--- src/rtl/keypad_scan_pkg.sv ---
// Constants, register map and types shared by the keypad scanner files
package keypad_scan_pkg;
    // Register addresses
    localparam logic [7:0] ADDR_COLUMN_ENABLE = 8'h60;
    localparam logic [7:0] ADDR_ROW_ENABLE_HIGH = 8'h61;
    localparam logic [7:0] ADDR_ROW_ENABLE_LOW = 8'h62;
    localparam logic [7:0] ADDR_CONTROL_HIGH = 8'h63;
    localparam logic [7:0] ADDR_CONTROL_LOW = 8'h64;
    localparam logic [7:0] ADDR_KEY_DATA_FIRST = 8'h68;
    localparam logic [7:0] ADDR_KEY_DATA_SECOND = 8'h69;
    localparam logic [7:0] ADDR_KEY_DATA_DEDICATED = 8'h6a;

    // Reset values
    localparam logic [7:0] COLUMN_ENABLE_RST = 8'h00;
    localparam logic [7:0] ROW_ENABLE_HIGH_RST = 8'hc0;
    localparam logic [7:0] ROW_ENABLE_LOW_RST = 8'h00;
    localparam logic [7:0] CONTROL_HIGH_RST = 8'h00;
    localparam logic [7:0] CONTROL_LOW_RST = 8'h00;
    localparam logic [7:0] KEY_BYTE_RST = 8'hf8;
    localparam logic [7:0] DEDICATED_RST = 8'h0f;
    localparam logic [7:0] UNMAPPED_READ = 8'h00;

    // Geometry and field positions
    localparam int NUM_ROWS = 12;
    localparam int NUM_COLS = 8;
    localparam int NUM_DKEYS = 4;
    localparam int ROW_W = 4;
    localparam int COL_W = 3;
    localparam int SLOT_W = 8;
    localparam int KEY_STATE_W = 2 * SLOT_W + NUM_DKEYS;
    localparam int SET_W = 24;
    localparam int SCAN_BIT = 0;
    localparam int DEBOUNCE_LSB = 1;
    localparam int DEBOUNCE_W = 7;
    localparam int SCAN_COUNT_LSB = 4;
    localparam int SCAN_COUNT_W = 4;
    localparam logic [3:0] NO_KEY_ROW = 4'hf;
    localparam logic [3:0] LAST_ROW = 4'hb;
    localparam logic [3:0] DEDICATED_UNUSED = 4'h0;
    localparam logic [SLOT_W-1:0] EMPTY_SLOT = 8'h00;
    localparam logic [KEY_STATE_W-1:0] IDLE_KEY_STATE = 20'h0_000f;

    // Output queue
    localparam int QUEUE_DEPTH = 4;
    localparam int QPTR_W = 2;
    localparam int QCNT_W = 3;

    // Timing
    localparam int CLK_HZ = 50_000_000;
    localparam int DEBOUNCE_STEP_MS = 1;
    localparam int DEBOUNCE_STEP_CYC = CLK_HZ / 1000 * DEBOUNCE_STEP_MS;
    localparam int ROW_DWELL_NS = 320;
    localparam int ROW_DWELL_CYC = (ROW_DWELL_NS * (CLK_HZ / 1_000_000) + 999) / 1000;

    typedef enum logic [1:0] {SCAN_IDLE, SCAN_DRIVE, SCAN_NEXT, SCAN_WINDOW} scan_state_type;
endpackage : keypad_scan_pkg

--- src/rtl/key_debounce_timer.sv ---
// Millisecond debounce timer, restartable, reports when the period has run out
`timescale 1ns/1ps
`default_nettype none
module key_debounce_timer #(
    parameter int STEP_CYC = keypad_scan_pkg::DEBOUNCE_STEP_CYC
) (
    // Clock and reset
    input wire logic sys_clk_i,
    input wire logic resetn_i,
    // Control
    input wire logic start_i,
    input wire logic [keypad_scan_pkg::DEBOUNCE_W-1:0] period_ms_i,
    input wire logic clear_i,
    // Status
    output logic done_o
);
    localparam int SUB_W = $clog2(STEP_CYC + 1);
    localparam logic [keypad_scan_pkg::DEBOUNCE_W-1:0] DEBOUNCE_ONE = 7'h01;

    logic busy_q, busy_d;
    logic [keypad_scan_pkg::DEBOUNCE_W-1:0] ms_q, ms_d;
    logic [SUB_W-1:0] sub_q, sub_d;

    always_comb begin
        busy_d = busy_q;
        ms_d = ms_q;
        sub_d = sub_q;
        if (clear_i) begin
            busy_d = 1'b0;
            sub_d = '0;
        end else if (start_i) begin
            busy_d = (period_ms_i != '0);
            ms_d = period_ms_i;
            sub_d = '0;
        end else if (busy_q) begin
            if (sub_q == SUB_W'(STEP_CYC - 1)) begin
                sub_d = '0;
                ms_d = ms_q - 1'b1;
                if (ms_q == DEBOUNCE_ONE) begin
                    busy_d = 1'b0;
                end
            end else begin
                sub_d = sub_q + 1'b1;
            end
        end
    end

    always_ff @(posedge sys_clk_i or negedge resetn_i) begin
        if (!resetn_i) begin
            busy_q <= 1'b0;
            ms_q <= '0;
            sub_q <= '0;
        end else begin
            busy_q <= busy_d;
            ms_q <= ms_d;
            sub_q <= sub_d;
        end
    end

    assign done_o = !busy_q;
endmodule : key_debounce_timer
`default_nettype wire

--- src/rtl/key_set_queue.sv ---
// Four-entry queue of key data sets with overflow refusal
`timescale 1ns/1ps
`default_nettype none
module key_set_queue (
    // Clock and reset
    input wire logic sys_clk_i,
    input wire logic resetn_i,
    // Fill side
    input wire logic push_i,
    input wire logic [keypad_scan_pkg::SET_W-1:0] data_i,
    // Drain side
    input wire logic pop_i,
    output logic [keypad_scan_pkg::SET_W-1:0] head_o,
    output logic empty_o,
    output logic full_o,
    output logic [keypad_scan_pkg::QCNT_W-1:0] level_o,
    // Events
    output logic loaded_o,
    output logic overflow_o
);
    localparam int QCNT_W = keypad_scan_pkg::QCNT_W;

    logic [keypad_scan_pkg::SET_W-1:0] mem_q [keypad_scan_pkg::QUEUE_DEPTH];
    logic [keypad_scan_pkg::QPTR_W-1:0] wr_q, wr_d, rd_q, rd_d;
    logic [keypad_scan_pkg::QCNT_W-1:0] cnt_q, cnt_d;
    logic loaded_q, loaded_d, ovf_q, ovf_d;
    logic do_push, do_pop;

    always_comb begin
        do_push = push_i && !full_o;
        do_pop = pop_i && !empty_o;
        wr_d = do_push ? wr_q + 1'b1 : wr_q;
        rd_d = do_pop ? rd_q + 1'b1 : rd_q;
        cnt_d = cnt_q;
        if (do_push && !do_pop) begin
            cnt_d = cnt_q + 1'b1;
        end else if (do_pop && !do_push) begin
            cnt_d = cnt_q - 1'b1;
        end
        loaded_d = do_push;
        // A full queue keeps its contents and turns the new set away
        ovf_d = push_i && full_o; // RQ17
    end

    always_ff @(posedge sys_clk_i or negedge resetn_i) begin
        if (!resetn_i) begin
            wr_q <= '0;
            rd_q <= '0;
            cnt_q <= '0;
            loaded_q <= 1'b0;
            ovf_q <= 1'b0;
        end else begin
            wr_q <= wr_d;
            rd_q <= rd_d;
            cnt_q <= cnt_d;
            loaded_q <= loaded_d;
            ovf_q <= ovf_d;
        end
    end

    always_ff @(posedge sys_clk_i) begin
        if (do_push) begin
            mem_q[wr_q] <= data_i;
        end
    end

    assign head_o = mem_q[rd_q];
    assign empty_o = (cnt_q == '0);
    assign full_o = (cnt_q == QCNT_W'(keypad_scan_pkg::QUEUE_DEPTH));
    assign level_o = cnt_q;
    assign loaded_o = loaded_q;
    assign overflow_o = ovf_q;
endmodule : key_set_queue
`default_nettype wire

--- src/rtl/keypad_matrix_scanner.sv ---
// Keypad matrix scanner: registers, row scan, debounce and key data readout
`timescale 1ns/1ps
`default_nettype none
// Notes on behaviour
// RQ1 - Column enable bit includes or masks column
// RQ2 - Twelve row enable bits select scanned rows
// RQ3 - Dedicated bits turn columns 0-3 into keys
// RQ4 - Scan count 1-15 sets passes per update
// RQ5 - After N passes load set, signal host
// RQ6 - Scan bit starts and stops scanning
// RQ7 - Keypad runs only while clock enable set
// RQ8 - Host configures everything before setting scan
// RQ9 - Host pulls up columns, rows float
// RQ10 - Matrix byte: state, row, column fields
// RQ11 - Empty matrix byte carries all-ones row
// RQ12 - Dedicated byte: keys low nibble, upper zero
// RQ13 - Host keeps pulse width bits at ones
// RQ14 - Reading last byte removes the set
// RQ15 - Changes confirmed only after debounce period
// RQ16 - One enabled row low, others high
// RQ17 - Four-set queue, overflow refuses new sets
// RQ18 - Set is three bytes with dedicated keys
module keypad_matrix_scanner #(
    parameter int DEBOUNCE_STEP_CYC = keypad_scan_pkg::DEBOUNCE_STEP_CYC
) (
    // Clock and reset
    input wire logic sys_clk_i,
    input wire logic resetn_i,
    // System control
    input wire logic keypad_clock_enable_i,
    // Register port
    input wire logic [7:0] reg_addr_i,
    input wire logic [7:0] reg_wdata_i,
    input wire logic reg_write_i,
    input wire logic reg_read_i,
    output logic [7:0] reg_rdata_o,
    // Matrix pins
    output logic [keypad_scan_pkg::NUM_ROWS-1:0] row_out_o,
    output logic [keypad_scan_pkg::NUM_ROWS-1:0] row_oe_o,
    input wire logic [keypad_scan_pkg::NUM_COLS-1:0] column_i,
    // Events
    output logic set_loaded_o,
    output logic overflow_o
);
    localparam int NR = keypad_scan_pkg::NUM_ROWS;
    localparam int NC = keypad_scan_pkg::NUM_COLS;
    localparam int ND = keypad_scan_pkg::NUM_DKEYS;
    localparam int SW = keypad_scan_pkg::SLOT_W;
    localparam int KW = keypad_scan_pkg::KEY_STATE_W;
    localparam int DW = $clog2(keypad_scan_pkg::ROW_DWELL_CYC + 1);
    localparam logic [DW-1:0] DWELL_LAST = DW'(keypad_scan_pkg::ROW_DWELL_CYC - 1);
    localparam logic [NR-1:0] ONE_ROW = 12'h001;
    localparam logic [NR-1:0] ALL_HIGH = 12'hfff;

    ////////////////////////////////////////////////////////////////////////////
    // Register file
    logic [7:0] col_en_q, col_en_d, row_hi_q, row_hi_d, row_lo_q, row_lo_d;
    logic [7:0] ctl_hi_q, ctl_hi_d, ctl_lo_q, ctl_lo_d, rdata_q, rdata_d;
    logic [keypad_scan_pkg::SET_W-1:0] head;
    logic q_empty, q_full, pop, push;
    logic [keypad_scan_pkg::QCNT_W-1:0] q_level;
    logic [NR-1:0] row_en;
    logic [NC-1:0] scan_cols;
    logic [ND-1:0] dkey_en;
    logic [keypad_scan_pkg::SCAN_COUNT_W-1:0] scan_count, count_eff;
    logic [keypad_scan_pkg::DEBOUNCE_W-1:0] debounce_time;
    logic run;

    assign row_en = {row_hi_q[ND-1:0], row_lo_q}; // RQ2
    assign dkey_en = ctl_hi_q[ND-1:0];
    assign scan_cols = col_en_q & ~{{(NC - ND){1'b0}}, dkey_en}; // RQ1 RQ3
    assign scan_count = ctl_hi_q[keypad_scan_pkg::SCAN_COUNT_LSB +: keypad_scan_pkg::SCAN_COUNT_W]; // RQ4
    assign count_eff = (scan_count == '0) ? 4'h1 : scan_count;
    assign debounce_time = ctl_lo_q[keypad_scan_pkg::DEBOUNCE_LSB +: keypad_scan_pkg::DEBOUNCE_W];
    assign run = keypad_clock_enable_i && ctl_lo_q[keypad_scan_pkg::SCAN_BIT]; // RQ6 RQ7

    always_comb begin
        col_en_d = col_en_q;
        row_hi_d = row_hi_q;
        row_lo_d = row_lo_q;
        ctl_hi_d = ctl_hi_q;
        ctl_lo_d = ctl_lo_q;
        rdata_d = rdata_q;
        pop = 1'b0;
        if (reg_write_i) begin
            if (reg_addr_i == keypad_scan_pkg::ADDR_COLUMN_ENABLE) begin
                col_en_d = reg_wdata_i;
            end else if (reg_addr_i == keypad_scan_pkg::ADDR_ROW_ENABLE_HIGH) begin
                row_hi_d = reg_wdata_i;
            end else if (reg_addr_i == keypad_scan_pkg::ADDR_ROW_ENABLE_LOW) begin
                row_lo_d = reg_wdata_i;
            end else if (reg_addr_i == keypad_scan_pkg::ADDR_CONTROL_HIGH) begin
                ctl_hi_d = reg_wdata_i;
            end else if (reg_addr_i == keypad_scan_pkg::ADDR_CONTROL_LOW) begin
                ctl_lo_d = reg_wdata_i;
            end
        end
        if (reg_read_i) begin
            // Write-only and unmapped addresses read as zero
            rdata_d = keypad_scan_pkg::UNMAPPED_READ;
            if (reg_addr_i == keypad_scan_pkg::ADDR_KEY_DATA_FIRST) begin
                rdata_d = q_empty ? keypad_scan_pkg::KEY_BYTE_RST : head[23:16]; // RQ10 RQ11
            end else if (reg_addr_i == keypad_scan_pkg::ADDR_KEY_DATA_SECOND) begin
                rdata_d = q_empty ? keypad_scan_pkg::KEY_BYTE_RST : head[15:8]; // RQ10 RQ11
                pop = (dkey_en == '0); // RQ14 RQ18
            end else if (reg_addr_i == keypad_scan_pkg::ADDR_KEY_DATA_DEDICATED) begin
                rdata_d = q_empty ? keypad_scan_pkg::DEDICATED_RST : head[7:0]; // RQ12
                pop = (dkey_en != '0); // RQ14 RQ18
            end
        end
    end

    always_ff @(posedge sys_clk_i or negedge resetn_i) begin
        if (!resetn_i) begin
            col_en_q <= keypad_scan_pkg::COLUMN_ENABLE_RST;
            row_hi_q <= keypad_scan_pkg::ROW_ENABLE_HIGH_RST;
            row_lo_q <= keypad_scan_pkg::ROW_ENABLE_LOW_RST;
            ctl_hi_q <= keypad_scan_pkg::CONTROL_HIGH_RST;
            ctl_lo_q <= keypad_scan_pkg::CONTROL_LOW_RST;
            rdata_q <= keypad_scan_pkg::UNMAPPED_READ;
        end else begin
            col_en_q <= col_en_d;
            row_hi_q <= row_hi_d;
            row_lo_q <= row_lo_d;
            ctl_hi_q <= ctl_hi_d;
            ctl_lo_q <= ctl_lo_d;
            rdata_q <= rdata_d;
        end
    end

    assign reg_rdata_o = rdata_q;

    ////////////////////////////////////////////////////////////////////////////
    // Row scan, key capture and debounce
    keypad_scan_pkg::scan_state_type state_q, state_d;
    logic [3:0] row_q, row_d, pass_q, pass_d;
    logic [DW-1:0] dwell_q, dwell_d;
    logic [2*SW-1:0] snap_q, snap_d;
    logic [KW-1:0] pend_q, pend_d, conf_q, conf_d, window_state;
    logic [NR-1:0] row_out_q, row_out_d, row_oe_q, row_oe_d;
    logic [ND-1:0] dkey_now;
    logic deb_start, deb_done;
    logic [SW-1:0] slot_new;
    logic [keypad_scan_pkg::SET_W-1:0] set_data;

    for (genvar g = 0; g < ND; g++) begin : g_dkey
        // Disabled dedicated keys always read as released
        assign dkey_now[g] = dkey_en[g] ? column_i[g] : 1'b1; // RQ3
    end

    assign window_state = {snap_q, dkey_now};

    always_comb begin
        slot_new = keypad_scan_pkg::EMPTY_SLOT;
        state_d = state_q;
        row_d = row_q;
        pass_d = pass_q;
        dwell_d = dwell_q;
        snap_d = snap_q;
        pend_d = pend_q;
        conf_d = conf_q;
        deb_start = 1'b0;
        push = 1'b0;
        if (!run) begin
            state_d = keypad_scan_pkg::SCAN_IDLE; // RQ6 RQ7
            row_d = '0;
            pass_d = '0;
            dwell_d = '0;
            snap_d = '0;
            pend_d = keypad_scan_pkg::IDLE_KEY_STATE;
            conf_d = keypad_scan_pkg::IDLE_KEY_STATE;
        end else begin
            case (state_q)
                keypad_scan_pkg::SCAN_IDLE: begin
                    state_d = keypad_scan_pkg::SCAN_DRIVE;
                    row_d = '0;
                    dwell_d = '0;
                end
                keypad_scan_pkg::SCAN_DRIVE: begin
                    if (!row_en[row_q]) begin
                        state_d = keypad_scan_pkg::SCAN_NEXT; // RQ2
                    end else if (dwell_q == DWELL_LAST) begin
                        // Keep at most two distinct matrix keys per window
                        for (int c = 0; c < NC; c++) begin
                            if (scan_cols[c] && !column_i[c]) begin // RQ1 RQ16
                                slot_new = {1'b1, row_q, c[2:0]};
                                if (!snap_d[SW-1]) begin
                                    snap_d[SW-1:0] = slot_new; // RQ5
                                end else if (snap_d[SW-1:0] != slot_new && !snap_d[2*SW-1]) begin
                                    snap_d[2*SW-1:SW] = slot_new; // RQ5
                                end
                            end
                        end
                        state_d = keypad_scan_pkg::SCAN_NEXT;
                    end else begin
                        dwell_d = dwell_q + 1'b1;
                    end
                end
                keypad_scan_pkg::SCAN_NEXT: begin
                    dwell_d = '0;
                    state_d = keypad_scan_pkg::SCAN_DRIVE;
                    if (row_q == keypad_scan_pkg::LAST_ROW) begin
                        row_d = '0;
                        if (pass_q + 1'b1 >= count_eff) begin
                            state_d = keypad_scan_pkg::SCAN_WINDOW; // RQ4
                        end else begin
                            pass_d = pass_q + 1'b1;
                        end
                    end else begin
                        row_d = row_q + 1'b1;
                    end
                end
                keypad_scan_pkg::SCAN_WINDOW: begin
                    // A changed window restarts the debounce period
                    if (window_state != pend_q) begin
                        pend_d = window_state; // RQ15
                        deb_start = 1'b1; // RQ15
                    end
                    snap_d = '0;
                    pass_d = '0;
                    state_d = keypad_scan_pkg::SCAN_DRIVE;
                end
                default: begin
                    state_d = keypad_scan_pkg::SCAN_IDLE;
                end
            endcase
            if (deb_done && !deb_start && pend_q != conf_q) begin
                push = 1'b1; // RQ5 RQ15
                conf_d = pend_q;
            end
        end
        row_oe_d = run ? row_en : '0; // RQ2 RQ7
        row_out_d = ALL_HIGH;
        if (run && state_d == keypad_scan_pkg::SCAN_DRIVE) begin
            row_out_d = ~(ONE_ROW << row_d); // RQ16
        end
    end

    always_ff @(posedge sys_clk_i or negedge resetn_i) begin
        if (!resetn_i) begin
            state_q <= keypad_scan_pkg::SCAN_IDLE;
            row_q <= '0;
            pass_q <= '0;
            dwell_q <= '0;
            snap_q <= '0;
            pend_q <= keypad_scan_pkg::IDLE_KEY_STATE;
            conf_q <= keypad_scan_pkg::IDLE_KEY_STATE;
            row_out_q <= ALL_HIGH;
            row_oe_q <= '0;
        end else begin
            state_q <= state_d;
            row_q <= row_d;
            pass_q <= pass_d;
            dwell_q <= dwell_d;
            snap_q <= snap_d;
            pend_q <= pend_d;
            conf_q <= conf_d;
            row_out_q <= row_out_d;
            row_oe_q <= row_oe_d;
        end
    end

    assign row_out_o = row_out_q;
    assign row_oe_o = row_oe_q;

    // Present keys report down, a key that left a slot now left empty reports up
    function automatic logic [7:0] key_byte(input logic [SW-1:0] now, input logic [SW-1:0] was);
        logic [7:0] b;
        b = keypad_scan_pkg::KEY_BYTE_RST;
        if (now[SW-1]) begin
            b = {1'b0, now[SW-2:0]};
        end else if (was[SW-1]) begin
            b = {1'b1, was[SW-2:0]};
        end
        return b;
    endfunction : key_byte

    assign set_data = {key_byte(pend_q[ND +: SW], conf_q[ND +: SW]), // RQ10 RQ11
                       key_byte(pend_q[ND+SW +: SW], conf_q[ND+SW +: SW]),
                       keypad_scan_pkg::DEDICATED_UNUSED, pend_q[ND-1:0]}; // RQ12

    key_debounce_timer #(
        .STEP_CYC(DEBOUNCE_STEP_CYC)
    ) u_debounce (
        .sys_clk_i(sys_clk_i),
        .resetn_i(resetn_i),
        .start_i(deb_start),
        .period_ms_i(debounce_time),
        .clear_i(!run),
        .done_o(deb_done)
    );

    key_set_queue u_queue (
        .sys_clk_i(sys_clk_i),
        .resetn_i(resetn_i),
        .push_i(push),
        .data_i(set_data),
        .pop_i(pop),
        .head_o(head),
        .empty_o(q_empty),
        .full_o(q_full),
        .level_o(q_level),
        .loaded_o(set_loaded_o),
        .overflow_o(overflow_o)
    );
endmodule : keypad_matrix_scanner
`default_nettype wire

--- config.mk ---
export PLATFORM = sky130hd
export DESIGN_NAME = keypad_matrix_scanner
export DESIGN_NICKNAME = d
export VERILOG_FILES = /design/src/rtl/keypad_scan_pkg.sv /design/src/rtl/key_debounce_timer.sv /design/src/rtl/key_set_queue.sv /design/src/rtl/keypad_matrix_scanner.sv
export SDC_FILE = /design/constraint.sdc
export NUM_CORES = 1
export LEC_CHECK = 0
export ABC_AREA = 1
export BUFFER_PORTS_ARGS = -buffer_cell sky130_fd_sc_hd__buf_2
export CAP_MARGIN = 20
export CORE_MARGIN = 8
export CORE_UTILIZATION = 40
export CTS_BUF_LIST = sky130_fd_sc_hd__clkbuf_8
export CTS_CLUSTER_SIZE = 30
export DETAILED_ROUTE_END_ITERATION = 12
export SLEW_MARGIN = 20
export SYNTH_ARGS = -nofsm -noshare
export SYNTH_HDL_FRONTEND = slang
export SYNTH_SLANG_ARGS = --single-unit
--- constraint.sdc ---
create_clock -name sys_clk_i -period 3 [get_ports sys_clk_i]
set_clock_uncertainty 0.15 [all_clocks]
set_input_delay 0.3 -clock sys_clk_i [delete_from_list [all_inputs] [get_ports sys_clk_i]]
set_output_delay 0.3 -clock sys_clk_i [all_outputs]
set_load 0.005 [all_outputs]
* Word level (Yosys, flattened, before mapping) *
Memory sizes are Yosys's and may differ from the RTL's.
Cells that the tools add are included.

operators by class
  add/sub/neg operators = 9
  magnitude comparators = 2
  equal/unequal tests = 39
  shift operators = 1
  muxes and demuxes = 131
  bitwise gates (word level) = 7
  reductions and logical operators = 68

operators with widths
  kind                     number
  $mux W16                 43
  $mux W8                  24
  $mux W20                 5
  $mux W7                  13
  $eq A8 B7 Y1 const B     8
  $ne A8 B8 Y1             8
  $ne A20 B20 Y1           2
  $pmux W16 S2             1
  $logic_and A1 B1 Y1      25
  $mux W12                 2
  $mux W4                  6
  $logic_not A1 Y1         22
  $mux W1                  22
  $add A16 B1 Y16 const B  1
  $eq A16 B16 Y1 const B   1
  $pmux W4 S2              2
  $mux W5                  3
  $ne A3 B3 Y1 const B     5
  $reduce_and A3 Y1        5
  $not A12 Y12             1
  $shl A1 B4 Y12 const A   1
  $mux W2                  5
  $pmux W5 S2              1
  $ne A3 B1 Y1 const B     3
  other kinds (33)         48

word-level totals
  bits in registers = 172
  memory bits (writable) = 80
  input port bits = 29
  output and inout bits = 34
  logic and storage cells = 281
  memories kept = 1

memory list
  name           depth  width  rd ports  clocked after Yosys merged registers in  wr ports  RTL line             RTL
  u_queue.mem_q  4      20     1         0                                        1         key_set_queue.sv:23  logic [keypad_scan_pkg::SET_W-1:0] mem_q [keypad_scan_pkg::QUEUE_DEPTH];

* Depth between registers and ports, before layout *
  depth in word-level cells = 72
  mapped depth = 18
  mapped depth without buffers = 18

* Modules after synthesis *
A second synthesis with hierarchy kept.

second synthesis, totals
  cells, all modules = 1535
  area, all modules = 13724.4 µm²

by module, submodules not included
  module                 instances  cells an instance  area each (µm²)  sequential area each (µm²)
  keypad_matrix_scanner  1          966                7732.4           3503.4
  key_set_queue          1          345                4403.0           3108.0
  key_debounce_timer     1          224                1589.0           600.6

* Least setup slack after synthesis *
OpenSTA, ideal clock, no wires.

  path type = flip-flop to flip-flop
  start point = register pend_q[1]
  end point = memory u_queue.mem_q[0][0] in the netlist's numbering (enable)
  library setup time = 0.397 ns
  arrival = 2.629 ns
  required time = 2.453 ns
  path slack = -0.176 ns
  stages on the path, launching flop included = 12
  path buffers = 0
  period minus slack after synthesis = 3.176 ns
  cells stage by stage = dfstp_2 -> inv_1 -> xor2_1 -> nor3_1 -> nand3_1 -> nand2_1 -> nand2_2 -> nor2_4 -> nand2_2 -> nor2_4 -> inv_2 -> nor2_1

between the ends
  cells in the longest elaborated chain, start to end = 12
  elaborated cells on any way between the ends = 13
  classes of those cells = eq/ne (2); mux (7); reduce/logical (4)

RTL lines
  what                               RTL line                      RTL
  start: declaration                 keypad_matrix_scanner.sv:139  logic [KW-1:0] pend_q, pend_d, conf_q, conf_d, window_state;
  start signal: assignment           keypad_matrix_scanner.sv:246  pend_q <= keypad_scan_pkg::IDLE_KEY_STATE;
  start signal: assignment           keypad_matrix_scanner.sv:256  pend_q <= pend_d;
  $ne A20 B20 Y1                     keypad_matrix_scanner.sv:215  if (window_state != pend_q) begin
  $mux W1                            keypad_matrix_scanner.sv:215
  $mux W1                            keypad_matrix_scanner.sv:173  case (state_q)
  $mux W1                            keypad_matrix_scanner.sv:164  if (!run) begin
  $logic_not A1 Y1                   keypad_matrix_scanner.sv:227  if (deb_done && !deb_start && pend_q != conf_q) begin
  $logic_and A1 B1 Y1                keypad_matrix_scanner.sv:227
  $logic_and A1 B1 Y1 (*)            keypad_matrix_scanner.sv:227
  $mux W1 (*)                        keypad_matrix_scanner.sv:227
  $mux W1 (*)                        keypad_matrix_scanner.sv:164
  $logic_and A1 B1 Y1 (*)            key_set_queue.sv:30           do_push = push_i && !full_o;
  via u_queue.do_push                key_set_queue.sv:27           logic do_push, do_pop;
  $mux W1 (*)                        key_set_queue.sv:62           if (do_push) begin
  $mux W1 (implied by the code) (*)  key_set_queue.sv:63           mem_q[wr_q] <= data_i;
  end: declaration                   key_set_queue.sv:23

The timed path passes the listed nets; every way through them passes the cells marked *. The select of a mux whose other input is x is not followed.

* Worst setup path after layout *
  start point = register pend_q[1]
  end point = register u_queue.cnt_q (netlist bit u_queue.level_o[2])

between the ends
  cells in the longest elaborated chain, start to end = 13
  elaborated cells on any way between the ends = 16
  classes of those cells = eq/ne (2); mux (6); reduce/logical (8)

RTL lines
  what                                 RTL line                      RTL
  $ne A20 B20 Y1                       keypad_matrix_scanner.sv:215
  $mux W1                              keypad_matrix_scanner.sv:215
  $mux W1                              keypad_matrix_scanner.sv:173
  $mux W1                              keypad_matrix_scanner.sv:164
  $logic_not A1 Y1                     keypad_matrix_scanner.sv:227
  $logic_and A1 B1 Y1                  keypad_matrix_scanner.sv:227
  $logic_and A1 B1 Y1 (*)              keypad_matrix_scanner.sv:227
  $mux W1 (*)                          keypad_matrix_scanner.sv:227
  $mux W1 (*)                          keypad_matrix_scanner.sv:164
  $logic_and A1 B1 Y1 (*)              key_set_queue.sv:30
  via u_queue.do_push                  key_set_queue.sv:27
  $logic_not A1 Y1                     key_set_queue.sv:37           end else if (do_pop && !do_push) begin
  $logic_and A1 B1 Y1                  key_set_queue.sv:37
  $reduce_bool A2 Y1 (no source line)  n/a
  end signal: assignment               key_set_queue.sv:55           cnt_q <= cnt_d;
  end: declaration                     key_set_queue.sv:25           logic [keypad_scan_pkg::QCNT_W-1:0] cnt_q, cnt_d;

Marks and branches as above.
A chain may end at the register's enable or synchronous reset.

==> run summary <==
Power Internal: 0.005879 W
Placer Congestion: 0.8691
top cells by count, synth: 205 x nand2_1, 187 x inv_1, 152 x dfrtp_1, 131 x nor2_1, 122 x o21ai_0
YS warnings: 0
CTS tree: yes
PortBufs: 62
DRC viols: 0
Tot GR Track Use: 0.1713
mapped cell area: 0.01219 mm2
Die X: 190.6 um
first-pass GRT wire length: 50260 um
Vias: 9612
CP Launch Point: pend_q[1]
Die Area: 0.03631 mm2
switching pwr: 0.001739 W
sequential power share: 0.473
Yosys top cell area share: 0.3121
CTS Buffer Depth: 3
final setup TNS: 0 ns
number of fill cells: 2855
clk slew on worst S/H paths: 0.06 ns
Inserted Diodes: 0
final core occ: 0.4753
IO Count: 63
critical path arrival: 3.02 ns
row count: 64
switching part of the total: 0.2283
Slew Limit Fails: 0
leading area contributor after synthesis: dfrtp_1
pwr/cell area: 529.5 mW/mm2
crit path max fanout: 3
share of cells above drive strength 1: 0.1718
Post-synth ARST share: 0.6825
total clock sinks: 252
Data required, critical path: 3.27 ns
Synth-to-Final Area Change: 18.04%
ys flop type: dfrtp_1
vias in the first global route: 9605
worst rel slew slack: 0.5696
outcome: finished clean
Setup CP Type: reg -> reg
Worst Setup Start Kind: flop
DRT antenna net count: 0
drt total wl: 31180 um
DP HPWL: 22120 um
initial antenna violation count: 0
fin nets: 1500
Gate power share: 0.056
Overflow after GRT: 0
share of total power in the clock network: 0.471
Vias/cell: 5.097
IR drop worst, VDD: 0.0003868 V
Core Region: 0.03027 mm2
clk_lat worst skew: 0.55 ns
post-synthesis register bit count: 252
final critical-path share of the clock period: 0.9186
DR WL/cell: 16.53 um
syn nets: 1372
Max-cap violations: 0
hold crit path type: in -> async
post-synthesis sequential area ratio: 0.5523
Worst Tran Pin Value: 0.6437 ns
synthesized instance count: 1326
drt initial violations: 709
Die Ht: 190.6 um
largest cells by area after synthesis: dfrtp_1 31%, edfxtp_1 20%, nand2_1 6.3%, inv_1 5.8%, o21ai_0 5.0%
Cell variety after synth: 54
Post-synth EDFFs: 80
worst r2r src: pend_q[1]
mean post-synth cell area: 9.192 um2
cell with the most instances after synthesis: nand2_1
fin crit period: 2.756 ns
Peak Freq: 362.9 MHz
initial core utilization: 0.4027
total CTS buffers: 44
R2R cell count: 15
# setup viols final: 0
first drt pass iteration count: 5
Hold Vio Cnt, Final: 0
largest net degree at the start of global routing: 79
CTS root buffer: clkbuf_8
FF-to-FF setup slack: 0.24 ns
Worst setup EP type: flop
worst r2r dst: u_queue.level_o[2]
Leakage: 6.253 nW
H-tree depth: 2
[routing by layer]
layer  up-vias  routed length (um)  global-route usage
met5         -                   0                   0
met4         0                 850             0.06265
met3        64                1799             0.03566
met2       253               14740              0.2862
met1      4548               13790              0.2166
li1       4747                   -                   -
[flip-flops by register name (all words and copies together), names as in the netlist, 8 cells and up]
register / count
u_debounce.sub_q: 16
col_en_q: 8
row_lo_q: 8
row_oe_o: 12
reg_rdata_o: 8
ctl_hi_q: 8
conf_q: 20
snap_q: 16
ctl_lo_q: 8
row_out_o: 12
pend_q: 20
u_queue.mem_q: 80
[worst max-delay path, stage by stage (launching register included)]
cell and delay, ns:
dfstp_2 0.56, inv_1 0.08, xor2_1 0.16, nor3_1 0.18, nand3_1 0.10, nand2_2 0.09, nand2_2 0.07, nor2_4 0.10
nand2_2 0.08, nor2_4 0.09, ha_1 0.15, inv_1 0.07, fa_1 0.38, a21oi_1 0.15, o21ai_1 0.09, xor2_1 0.14
[cell type report]
| class | instances | area, um2 | area share |
|---|---|---|---|
| clock buffers | 58 | 798.3 | 0.05549 |
| multi-input cells | 843 | 4577 | 0.3181 |
| repair buffers | 117 | 807.0 | 0.05610 |
| clock inverters | 24 | 239.0 | 0.01661 |
| well taps | 396 | 495.5 | 0.03444 |
| inverters | 196 | 738.2 | 0.05131 |
| flip-flops and latches | 252 | 6731 | 0.4679 |
[cell families after synthesis]
family | synth area share
adder cells (fa/ha/maj) | 0.01807
AND/OR/NAND/NOR | 0.1851
buffers and inverters | 0.07258
multiplexers | 0.0009239
flip-flops | 0.5523
AO/OA/AOI/OAI | 0.1394
XOR/XNOR | 0.03162
[worst max-delay path by stage]
stage                                to  slack [ns]  cells past startpoint
floorplan           u_queue.mem_q[0][0]       -0.18                     11
global placement     u_queue.level_o[1]        0.09                     12
detailed placement   u_queue.level_o[1]        0.06                     12
CTS                  u_queue.level_o[2]        0.11                     15
global route         u_queue.level_o[2]      -0.006                     15
finish               u_queue.level_o[2]        0.24                     15
[layout by cell type, fill, tap and decap left out, types with 40 or more instances in the layout]
cell | netlist | routed
a21oi_1 | 47 | 47
buf_2 | 9 | 61
buf_4 | 1 | 40
clkbuf_8 | 0 | 58
dfrtp_1 | 152 | 152
edfxtp_1 | 80 | 80
inv_1 | 187 | 195
nand2_1 | 205 | 204
nand3_1 | 65 | 65
nor2_1 | 131 | 130
o21ai_0 | 122 | 121
o22ai_1 | 55 | 55
[stage by stage]
| step | hold slack (ns) | cell area [um2] | total power, W | instances | setup slack, ns |
|---|---|---|---|---|---|
| after floorplan | -0.1456 | 12190 | 0.003897 | 1326 | -0.1761 |
| after global placement | 0.02542 | 13200 | 0.004078 | 1789 | 0.08649 |
| after detailed placement | 0.02586 | 13200 | 0.004082 | 1789 | 0.05949 |
| after CTS | 0.006001 | 14350 | 0.007704 | 1882 | 0.1100 |
| after global routing | 0.03831 | 14390 | 0.007926 | 1886 | -0.006172 |
| final | 0.02636 | 14390 | 0.007618 | 1886 | 0.2441 |
[power groups by stage]
stage	sequential (W)	clock [W]	combinational [W]
finish	0.00360	0.00359	0.000425
CTS	0.00360	0.00367	0.000431
detailed placement	0.00367	0	0.000417
floorplan	0.00366	0	0.000239
global placement	0.00366	0	0.000413
global route	0.00361	0.00384	0.000480
[repair_timing]
action                                  CTS  global route
hold endpoints to repair                192             0
setup buffers                             0             4
hold buffers                             11             0
endpoints found under the setup margin    0             1
gates resized for setup                   0             3
Power figures use the tool's default switching activity.
